$ cat src/pkg/drive_regs_pkg.sv
// Package: register map, field positions and setting encodings for the drive command bank
package drive_regs_pkg;

    // Register indices (word addresses)
    localparam logic [15:0] ADDR_FREQ_REF     = 16'h0380;
    localparam logic [15:0] ADDR_SPEED_REF    = 16'h0381;
    localparam logic [15:0] ADDR_RUN_WORD     = 16'h0382;
    localparam logic [15:0] ADDR_RAMP_UP      = 16'h0383;
    localparam logic [15:0] ADDR_RAMP_DOWN    = 16'h0384;
    localparam logic [15:0] ADDR_OUT_TERM     = 16'h0386;
    localparam logic [15:0] ADDR_LOOP_SET     = 16'h0388;
    localparam logic [15:0] ADDR_LOOP_FB      = 16'h0389;
    localparam logic [15:0] ADDR_MOTOR_CURR   = 16'h038A;
    localparam logic [15:0] ADDR_VOLT_CLASS   = 16'h038B;
    localparam logic [15:0] ADDR_TRQ_SET      = 16'h0390;
    localparam logic [15:0] ADDR_TRQ_LIM_FM   = 16'h0391;
    localparam logic [15:0] ADDR_TRQ_LIM_FR   = 16'h0392;
    localparam logic [15:0] ADDR_TRQ_LIM_RM   = 16'h0393;
    localparam logic [15:0] ADDR_TRQ_LIM_RR   = 16'h0394;
    localparam logic [15:0] ADDR_TRQ_OFFSET   = 16'h0395;

    // Run word fields
    localparam int RUN_BIT    = 0;
    localparam int DIR_BIT    = 1;
    localparam int RESET_BIT  = 2;
    localparam int COAST_BIT  = 3;

    // Output terminal fields
    localparam int CONTACT1_BIT = 5;
    localparam int CONTACT2_BIT = 4;
    localparam int TRANS1_BIT   = 3;
    localparam int TRANS2_BIT   = 2;
    localparam int TRANS3_BIT   = 1;
    localparam logic [15:0] OUT_TERM_MASK = 16'h003E;
    localparam logic [15:0] RUN_RD_MASK   = 16'h0003;

    // Voltage class answers
    localparam logic [15:0] VOLT_CLASS_200 = 16'h00C8;
    localparam logic [15:0] VOLT_CLASS_400 = 16'h0190;

    // Reset values
    localparam logic [15:0] WORD_RESET = 16'h0000;

    // Source selection and control mode settings
    typedef enum logic [0:0] {
        SRC_OTHER,
        SRC_COMM
    } source_t;

    typedef enum logic [0:0] {
        MODE_SPEED,
        MODE_TORQUE
    } control_mode_t;

    typedef struct packed {
        source_t       run_source_select;
        source_t       speed_source_select;
        control_mode_t control_mode_select;
        source_t       torque_setpoint_source;
        source_t       torque_limit_source;
        source_t       torque_offset_source;
    } config_t;

    typedef struct packed {
        logic [15:0] fwd_motoring;
        logic [15:0] fwd_regen;
        logic [15:0] rev_motoring;
        logic [15:0] rev_regen;
    } torque_limits_t;

    typedef struct packed {
        logic contact_output_one;
        logic contact_output_two;
        logic transistor_output_one;
        logic transistor_output_two;
        logic transistor_output_three;
    } terminals_t;

endpackage

$ cat src/rtl/drive_comm_command_registers.sv
// Communication-reachable command and status word bank of a motor drive
//
// Contract
// - Frequency word is unsigned, 0.01 Hz per step; 1000 means 10 Hz.
// - Speed word is 1 rpm per step, used only with comm speed source.
// - Run word bit 0: set runs, clear stops.
// - Run word bit 1: set forward, clear reverse.
// - Run word bit 3 rising edge coasts drive to stop, output removed.
// - Run word bit 2 rising edge clears the present trip.
// - Coast and trip-reset bits are write-only and read back zero.
// - Run word acted on only when run source selects comm path; forward_select still follows stored bit 1 whatever the source.
// - Terminal word: contact outputs bits 5,4; transistor outputs bits 3,2,1.
// - Voltage class word is read-only, returns 200 or 400.
// - Torque setpoint writable only in torque mode with comm torque source.
// - Four torque limits writable only with comm limit source, else read-only.
// - Torque limits coded in 0.1 percent steps.
// - Torque offset changes only when its source selects comm path.
//
// The implementer's own choice: the address-and-strobe port.
`timescale 1ns/1ps

module drive_comm_command_registers #(
    parameter logic HIGH_VOLTAGE_UNIT = 1'b0
) (
    // Clock and reset
    input  wire logic                           clock,
    input  wire logic                           nrst,
    // Register port
    input  wire logic [15:0]                    addr,
    input  wire logic [15:0]                    wdata,
    input  wire logic                           wr,
    input  wire logic                           rd,
    output logic [15:0]                         rdata,
    // Drive settings, from same clock domain
    input  wire drive_regs_pkg::config_t        cfg,
    // Commands to the drive core
    output logic [15:0]                         freq_command,
    output logic [15:0]                         speed_command,
    output logic                                run_request,
    output logic                                forward_select,
    output logic                                coast_stop_request,
    output logic                                trip_clear,
    output logic [15:0]                         ramp_up_command,
    output logic [15:0]                         ramp_down_command,
    output drive_regs_pkg::terminals_t          terminals,
    output logic [15:0]                         loop_setpoint_command,
    output logic [15:0]                         loop_feedback_command,
    output logic [15:0]                         motor_current_parameter,
    output logic [15:0]                         torque_command,
    output drive_regs_pkg::torque_limits_t      torque_limits,
    output logic [15:0]                         torque_offset_command
);

    // Stored words
    logic [15:0]                    freq_q, freq_d;
    logic [15:0]                    speed_q, speed_d;
    logic [15:0]                    speed_out_q, speed_out_d;
    logic [1:0]                     run_q, run_d;
    logic [15:0]                    rup_q, rup_d;
    logic [15:0]                    rdn_q, rdn_d;
    logic [15:0]                    term_q, term_d;
    logic [15:0]                    lset_q, lset_d;
    logic [15:0]                    lfb_q, lfb_d;
    logic [15:0]                    mcur_q, mcur_d;
    logic [15:0]                    trq_q, trq_d;
    drive_regs_pkg::torque_limits_t lim_q, lim_d;
    logic [15:0]                    toff_q, toff_d;
    logic [15:0]                    rdata_q, rdata_d;
    logic                           coast_q, coast_d;
    logic                           clr_q, clr_d;
    logic                           run_out_q, run_out_d;
    logic                           fwd_out_q, fwd_out_d;

    // Write strobe for one register index
    function automatic logic hit(input logic [15:0] a, input logic [15:0] target);
        hit = (a == target);
    endfunction

    logic run_comm;
    assign run_comm = (cfg.run_source_select == drive_regs_pkg::SRC_COMM);

    logic speed_comm;
    assign speed_comm = (cfg.speed_source_select == drive_regs_pkg::SRC_COMM);

    // Register writes with source gating
    always_comb
    begin
        freq_d  = freq_q;
        speed_d = speed_q;
        run_d   = run_q;
        rup_d   = rup_q;
        rdn_d   = rdn_q;
        term_d  = term_q;
        lset_d  = lset_q;
        lfb_d   = lfb_q;
        mcur_d  = mcur_q;
        trq_d   = trq_q;
        lim_d   = lim_q;
        toff_d  = toff_q;
        coast_d = 1'b0;
        clr_d   = 1'b0;
        if (wr)
        begin
            if (hit(addr, drive_regs_pkg::ADDR_FREQ_REF))
                freq_d = wdata;
            if (hit(addr, drive_regs_pkg::ADDR_SPEED_REF))
                speed_d = wdata;
            if (hit(addr, drive_regs_pkg::ADDR_RUN_WORD) && run_comm)
            begin
                run_d = wdata[1:0];
                // written 0 to 1 on coast bit
                coast_d = wdata[drive_regs_pkg::COAST_BIT];
                // written 0 to 1 on reset bit
                clr_d = wdata[drive_regs_pkg::RESET_BIT];
            end
            if (hit(addr, drive_regs_pkg::ADDR_RAMP_UP))
                rup_d = wdata;
            if (hit(addr, drive_regs_pkg::ADDR_RAMP_DOWN))
                rdn_d = wdata;
            if (hit(addr, drive_regs_pkg::ADDR_OUT_TERM))
                term_d = wdata & drive_regs_pkg::OUT_TERM_MASK;
            if (hit(addr, drive_regs_pkg::ADDR_LOOP_SET))
                lset_d = wdata;
            if (hit(addr, drive_regs_pkg::ADDR_LOOP_FB))
                lfb_d = wdata;
            if (hit(addr, drive_regs_pkg::ADDR_MOTOR_CURR))
                mcur_d = wdata;
            if (hit(addr, drive_regs_pkg::ADDR_TRQ_SET)
                && cfg.control_mode_select == drive_regs_pkg::MODE_TORQUE
                && cfg.torque_setpoint_source == drive_regs_pkg::SRC_COMM)
                trq_d = wdata;
            // limits in 0.1 percent, comm source only
            if (cfg.torque_limit_source == drive_regs_pkg::SRC_COMM)
            begin
                if (hit(addr, drive_regs_pkg::ADDR_TRQ_LIM_FM))
                    lim_d.fwd_motoring = wdata;
                if (hit(addr, drive_regs_pkg::ADDR_TRQ_LIM_FR))
                    lim_d.fwd_regen = wdata;
                if (hit(addr, drive_regs_pkg::ADDR_TRQ_LIM_RM))
                    lim_d.rev_motoring = wdata;
                if (hit(addr, drive_regs_pkg::ADDR_TRQ_LIM_RR))
                    lim_d.rev_regen = wdata;
            end
            // offset changes on comm source only
            if (hit(addr, drive_regs_pkg::ADDR_TRQ_OFFSET)
                && cfg.torque_offset_source == drive_regs_pkg::SRC_COMM)
                toff_d = wdata;
        end
    end

    always_ff @(posedge clock or negedge nrst)
    begin
        if (!nrst)
        begin
            freq_q  <= drive_regs_pkg::WORD_RESET;
            speed_q <= drive_regs_pkg::WORD_RESET;
            run_q   <= 2'h0;
            rup_q   <= drive_regs_pkg::WORD_RESET;
            rdn_q   <= drive_regs_pkg::WORD_RESET;
            term_q  <= drive_regs_pkg::WORD_RESET;
            lset_q  <= drive_regs_pkg::WORD_RESET;
            lfb_q   <= drive_regs_pkg::WORD_RESET;
            mcur_q  <= drive_regs_pkg::WORD_RESET;
            trq_q   <= drive_regs_pkg::WORD_RESET;
            lim_q   <= '0;
            toff_q  <= drive_regs_pkg::WORD_RESET;
            coast_q <= 1'b0;
            clr_q   <= 1'b0;
        end
        else
        begin
            freq_q  <= freq_d;
            speed_q <= speed_d;
            run_q   <= run_d;
            rup_q   <= rup_d;
            rdn_q   <= rdn_d;
            term_q  <= term_d;
            lset_q  <= lset_d;
            lfb_q   <= lfb_d;
            mcur_q  <= mcur_d;
            trq_q   <= trq_d;
            lim_q   <= lim_d;
            toff_q  <= toff_d;
            coast_q <= coast_d;
            clr_q   <= clr_d;
        end
    end

    // Read mux; one cycle latency, unmapped reads zero
    always_comb
    begin
        rdata_d = 16'h0000;
        if (rd)
        begin
            unique case (addr)
                drive_regs_pkg::ADDR_FREQ_REF:   rdata_d = freq_q;
                drive_regs_pkg::ADDR_SPEED_REF:  rdata_d = speed_q;
                // coast and reset bits read zero
                drive_regs_pkg::ADDR_RUN_WORD:
                    rdata_d = {14'h0000, run_q} & drive_regs_pkg::RUN_RD_MASK;
                drive_regs_pkg::ADDR_RAMP_UP:    rdata_d = rup_q;
                drive_regs_pkg::ADDR_RAMP_DOWN:  rdata_d = rdn_q;
                drive_regs_pkg::ADDR_OUT_TERM:   rdata_d = term_q;
                drive_regs_pkg::ADDR_LOOP_SET:   rdata_d = lset_q;
                drive_regs_pkg::ADDR_LOOP_FB:    rdata_d = lfb_q;
                drive_regs_pkg::ADDR_MOTOR_CURR: rdata_d = mcur_q;
                drive_regs_pkg::ADDR_VOLT_CLASS:
                    rdata_d = HIGH_VOLTAGE_UNIT ? drive_regs_pkg::VOLT_CLASS_400
                                                : drive_regs_pkg::VOLT_CLASS_200;
                drive_regs_pkg::ADDR_TRQ_SET:    rdata_d = trq_q;
                drive_regs_pkg::ADDR_TRQ_LIM_FM: rdata_d = lim_q.fwd_motoring;
                drive_regs_pkg::ADDR_TRQ_LIM_FR: rdata_d = lim_q.fwd_regen;
                drive_regs_pkg::ADDR_TRQ_LIM_RM: rdata_d = lim_q.rev_motoring;
                drive_regs_pkg::ADDR_TRQ_LIM_RR: rdata_d = lim_q.rev_regen;
                drive_regs_pkg::ADDR_TRQ_OFFSET: rdata_d = toff_q;
                default:                         rdata_d = 16'h0000;
            endcase
        end
    end

    // Command outputs track the next stored word, so they land with the write;
    // run and speed held at zero while comm does not own the matching source; forward never gated
    always_comb
    begin
        run_out_d   = run_comm & run_d[drive_regs_pkg::RUN_BIT];
        fwd_out_d   = run_d[drive_regs_pkg::DIR_BIT];
        speed_out_d = speed_comm ? speed_d : drive_regs_pkg::WORD_RESET;
    end

    always_ff @(posedge clock or negedge nrst)
    begin
        if (!nrst)
        begin
            rdata_q     <= 16'h0000;
            run_out_q   <= 1'b0;
            fwd_out_q   <= 1'b0;
            speed_out_q <= drive_regs_pkg::WORD_RESET;
        end
        else
        begin
            rdata_q     <= rdata_d;
            run_out_q   <= run_out_d;
            fwd_out_q   <= fwd_out_d;
            speed_out_q <= speed_out_d;
        end
    end

    // Outputs straight from flops
    assign rdata                 = rdata_q;
    assign freq_command          = freq_q;
    // speed word only reaches core on comm source
    assign speed_command         = speed_out_q;
    assign run_request           = run_out_q;
    assign forward_select        = fwd_out_q;
    assign coast_stop_request    = coast_q;
    assign trip_clear            = clr_q;
    assign ramp_up_command       = rup_q;
    assign ramp_down_command     = rdn_q;
    assign terminals.contact_output_one      = term_q[drive_regs_pkg::CONTACT1_BIT];
    assign terminals.contact_output_two      = term_q[drive_regs_pkg::CONTACT2_BIT];
    assign terminals.transistor_output_one   = term_q[drive_regs_pkg::TRANS1_BIT];
    assign terminals.transistor_output_two   = term_q[drive_regs_pkg::TRANS2_BIT];
    assign terminals.transistor_output_three = term_q[drive_regs_pkg::TRANS3_BIT];
    assign loop_setpoint_command   = lset_q;
    assign loop_feedback_command   = lfb_q;
    assign motor_current_parameter = mcur_q;
    assign torque_command          = trq_q;
    assign torque_limits           = lim_q;
    assign torque_offset_command   = toff_q;

endmodule

$ cat config.mk
export PLATFORM = sky130hd
export DESIGN_NAME = drive_comm_command_registers
export DESIGN_NICKNAME = d
export VERILOG_FILES = /design/src/pkg/drive_regs_pkg.sv /design/src/rtl/drive_comm_command_registers.sv
export SDC_FILE = /design/constraint.sdc
export NUM_CORES = 1
export LEC_CHECK = 0
export BUFFER_PORTS_ARGS = -buffer_cell sky130_fd_sc_hd__buf_2
export CORE_MARGIN = 1.5
export CORE_UTILIZATION = 40
export CTS_CLUSTER_DIAMETER = 60
export DETAILED_ROUTE_END_ITERATION = 10
export SETUP_SLACK_MARGIN = 0.2
export SYNTH_ARGS = -nofsm -noshare
export SYNTH_HDL_FRONTEND = slang
export SYNTH_SLANG_ARGS = --single-unit
$ cat constraint.sdc
create_clock -name clock -period 2.9 [get_ports clock]
set_input_delay 0.58 -clock clock [delete_from_list [all_inputs] [get_ports clock]]
set_output_delay 0.58 -clock clock [all_outputs]
set_load 0.01 [all_outputs]
==> impl_metrics.ini <==
[clock_network]
ctsHoldBuffers = 0
root_buffer = clkbuf_16
clkSinkCount = 250
post_cts_buffers = 0
ctsHtreeMaxLevel = 1
cts-buffers-inserted = 30
ctsLongestPathBuffers = 3
clk_pin_slew_ps = 60
cts_resized = 0
cts_tree = built
clk_latency_ps = 550

[worst_setup_path]
cp.arrival_ps = 2770
critical_path.max_stage_delay_ps = 660
endpoint_kind = register
path_buf_inv = 3
cp_slowest_cell = or4_4
critPathLaunchType = primary input
cp.required_ps = 3370
crit_type = primary input to register
cp_cell_sequence = buf_2 > or4_4 > buf_12 > nor4_1 > buf_4 > a22oi_1 > and3_1 > a31oi_1
critPathTopFamily = simple AND/OR/NAND/NOR gates
critPathMaxFanout = 15

[floorplan]
die_y_um = 170
initial_core_util = 0.405
core_sq_mm = 0.0277
io_pins = 275
rows = 61
die_w_um = 170
die-area_sq_mm = 0.0290

[grt]
grt_pass1_vias = 8329
grt_util_all_layers = 0.257
grt_first_pass_wirelength_um = 54900
antenna_found_initial = 0
grt_max_degree = 71
grt-ovfl-total = 0

[detailed_routing]
vias_per_cell = 5.61
wl_per_cell_um = 24.8
drt-total-wl_um = 37600
drt_iter0_markers = 744
firstDrtPassIters = 5
drtAntennaViolNets = 0
drc = 0
vias = 8476

[job]
maxCapViolCount = 0

[logic_synthesis]
synth_edf_count = 0
synth.most_common_cell = dfrtp_1
yosysTopAreaCell = dfrtp_1
synth_top_area_frac = 0.558
synthesis.nets = 851
synth_flop_cell = dfrtp_1
yosysSeqAreaShare = 0.558
syn_area_per_cell_sq_um = 13.9
yosysWarningCount = 0
ys_ff_latch = 250
syn_inst = 809
syn_area_sq_mm = 0.0112
async_reset_ff_frac = 1.00
synth_top_cells_by_count = dfrtp_1 (250), mux2_2 (193), nand2_1 (70)
synth_cell_type_count = 55
synth_area_leaders = dfrtp_1 (56%), mux2_2 (19%), nor4_4 (3.0%)

[cells_and_area]
nFillCells = 2491
register_area_sq_mm = 0.00626
largest_register_ff_count = 64
multi_input_area_sq_mm = 0.00455
instances_no_fill = 1512
antenna_cells = 0
final_nets = 1155
syn_to_final_growth_pct = 27.3
drive_above_1_share = 0.540

[sta]
drv_slew = 0
slew_headroom = 0.607
tightestPinTransition_ps = 589
fin_hold_ws_ps = -20.5
tns_ps = 0
clock-skew-final_ps = 12.5
setup_violations = 0
rsz0062_at_grt = no
fin_crit_sh = 0.794
min_period_ps = 2300
clock.fmax_mhz = 434
hold_viol = 11

[place]
dp_cells = 1459
gp_congestion = 0.899
numPortBuffers = 274
hpwl_um = 27500

[power_and_ir_drop]
vdd_drop_max_v = 0.000355
p_per_area_mw_per_mm2 = 531
p_leak_nw = 7.73

[status]
status = finished, violations left
violations = negative hold slack

[worst_hold_path]
hp-class = primary input to asynchronous set/reset pin
## power breakdown
group / internal, mW / switching, mW / leakage, nW
Sequential: 3.49 / 0.000797 / 3.49
Clock: 2.32 / 1.49 / 0.502
Combinational: 0.0638 / 0.204 / 3.74
Total: 5.88 / 1.70 / 7.73
## stage by stage
step	power, mW	setup WS [ps]	utilization	area [sq um]	hold WS (ps)
6_report	7.57	598	0.515	14300	-20.5
5_1_grt	7.80	536	0.515	14300	17.9
4_1_cts	7.64	630	0.515	14300	13.4
3_5_place_dp	3.83	71.1	0.479	13300	499
3_3_place_gp	3.83	42.3	0.479	13300	490
2_1_floorplan	3.65	320	-	11200	284
## cell usage in the layout (no fill, tap or decap), types with 3 or more instances in the layout
cell,n
a221oi_1,17
a21boi_0,17
a22oi_1,20
inv_1,3
mux2i_1,17
nor4_4,16
mux2_2,193
a22o_1,17
nand3_4,3
nand2_1,70
nor2_1,3
inv_6,3
or4bb_1,3
nor4_1,5
buf_4,53
mux2_1,7
nor4_2,3
a222oi_1,21
o21ai_0,14
clkinv_2,6
buf_2,273
bufinv_16,3
and2_1,4
clkbuf_8,4
buf_12,10
and3_1,10
dfrtp_1,250
a31oi_1,14
clkbuf_16,31
clkbuf_1,5
## final timing paths
| path | from | to | slack [ps] | cells after the start |
|---|---|---|---|---|
| max in group asynchronous | nrst | torque_command[8]$_DFFE_PN0P_ | 2090 | 2 |
| setup reg to reg | motor_current_parameter[3]$_DFFE_PN0P_ | rdata[3]$_DFF_PN0_ | 1190 | 5 |
| min in group clock | cfg[5] | run_request$_DFF_PN0_ | 290 | 2 |
| hold reg to reg | forward_select$_DFFE_PN0P_ | forward_select$_DFFE_PN0P_ | 510 | 2 |
| setup / recovery | addr[13] | rdata[11]$_DFF_PN0_ | 600 | 8 |
| hold / removal | nrst | speed_command[9]$_DFF_PN0_ | -20 | 1 |
## layout make-up
| class | count | share of cell area |
|---|---|---|
| multi-input cells | 491 | 0.319 |
| clock inverters | 13 | 0.0110 |
| repair buffers | 337 | 0.139 |
| well taps | 378 | 0.0331 |
| clock buffers | 40 | 0.0595 |
| flip-flops and latches | 250 | 0.438 |
| inverters | 3 | 0.000789 |
## cell families after synthesis
logic type	count (synthesis)	synth area share
buf+inv	68	0.0367
flops	250	0.558
mux	217	0.216
simple gates	144	0.0981
compound gates	130	0.0913
## routing by layer
metal,up-vias,wire length [um],share of wire,global-route usage
met5,-,0,0,0
met4,0,1060,0.028,0.0773
met3,67,2900,0.077,0.0563
met2,340,17200,0.46,0.399
met1,4396,16400,0.44,0.361
li1,3673,-,-,-
## worst register-to-register path, stage by stage (launching register included)
cell	delay [ps]
dfrtp_1	380
o21ai_0	130
o21ai_0	130
a22o_1	190
a221oi_1	480
a31oi_1	230
No activity file was read; power rests on OpenSTA's default activity.
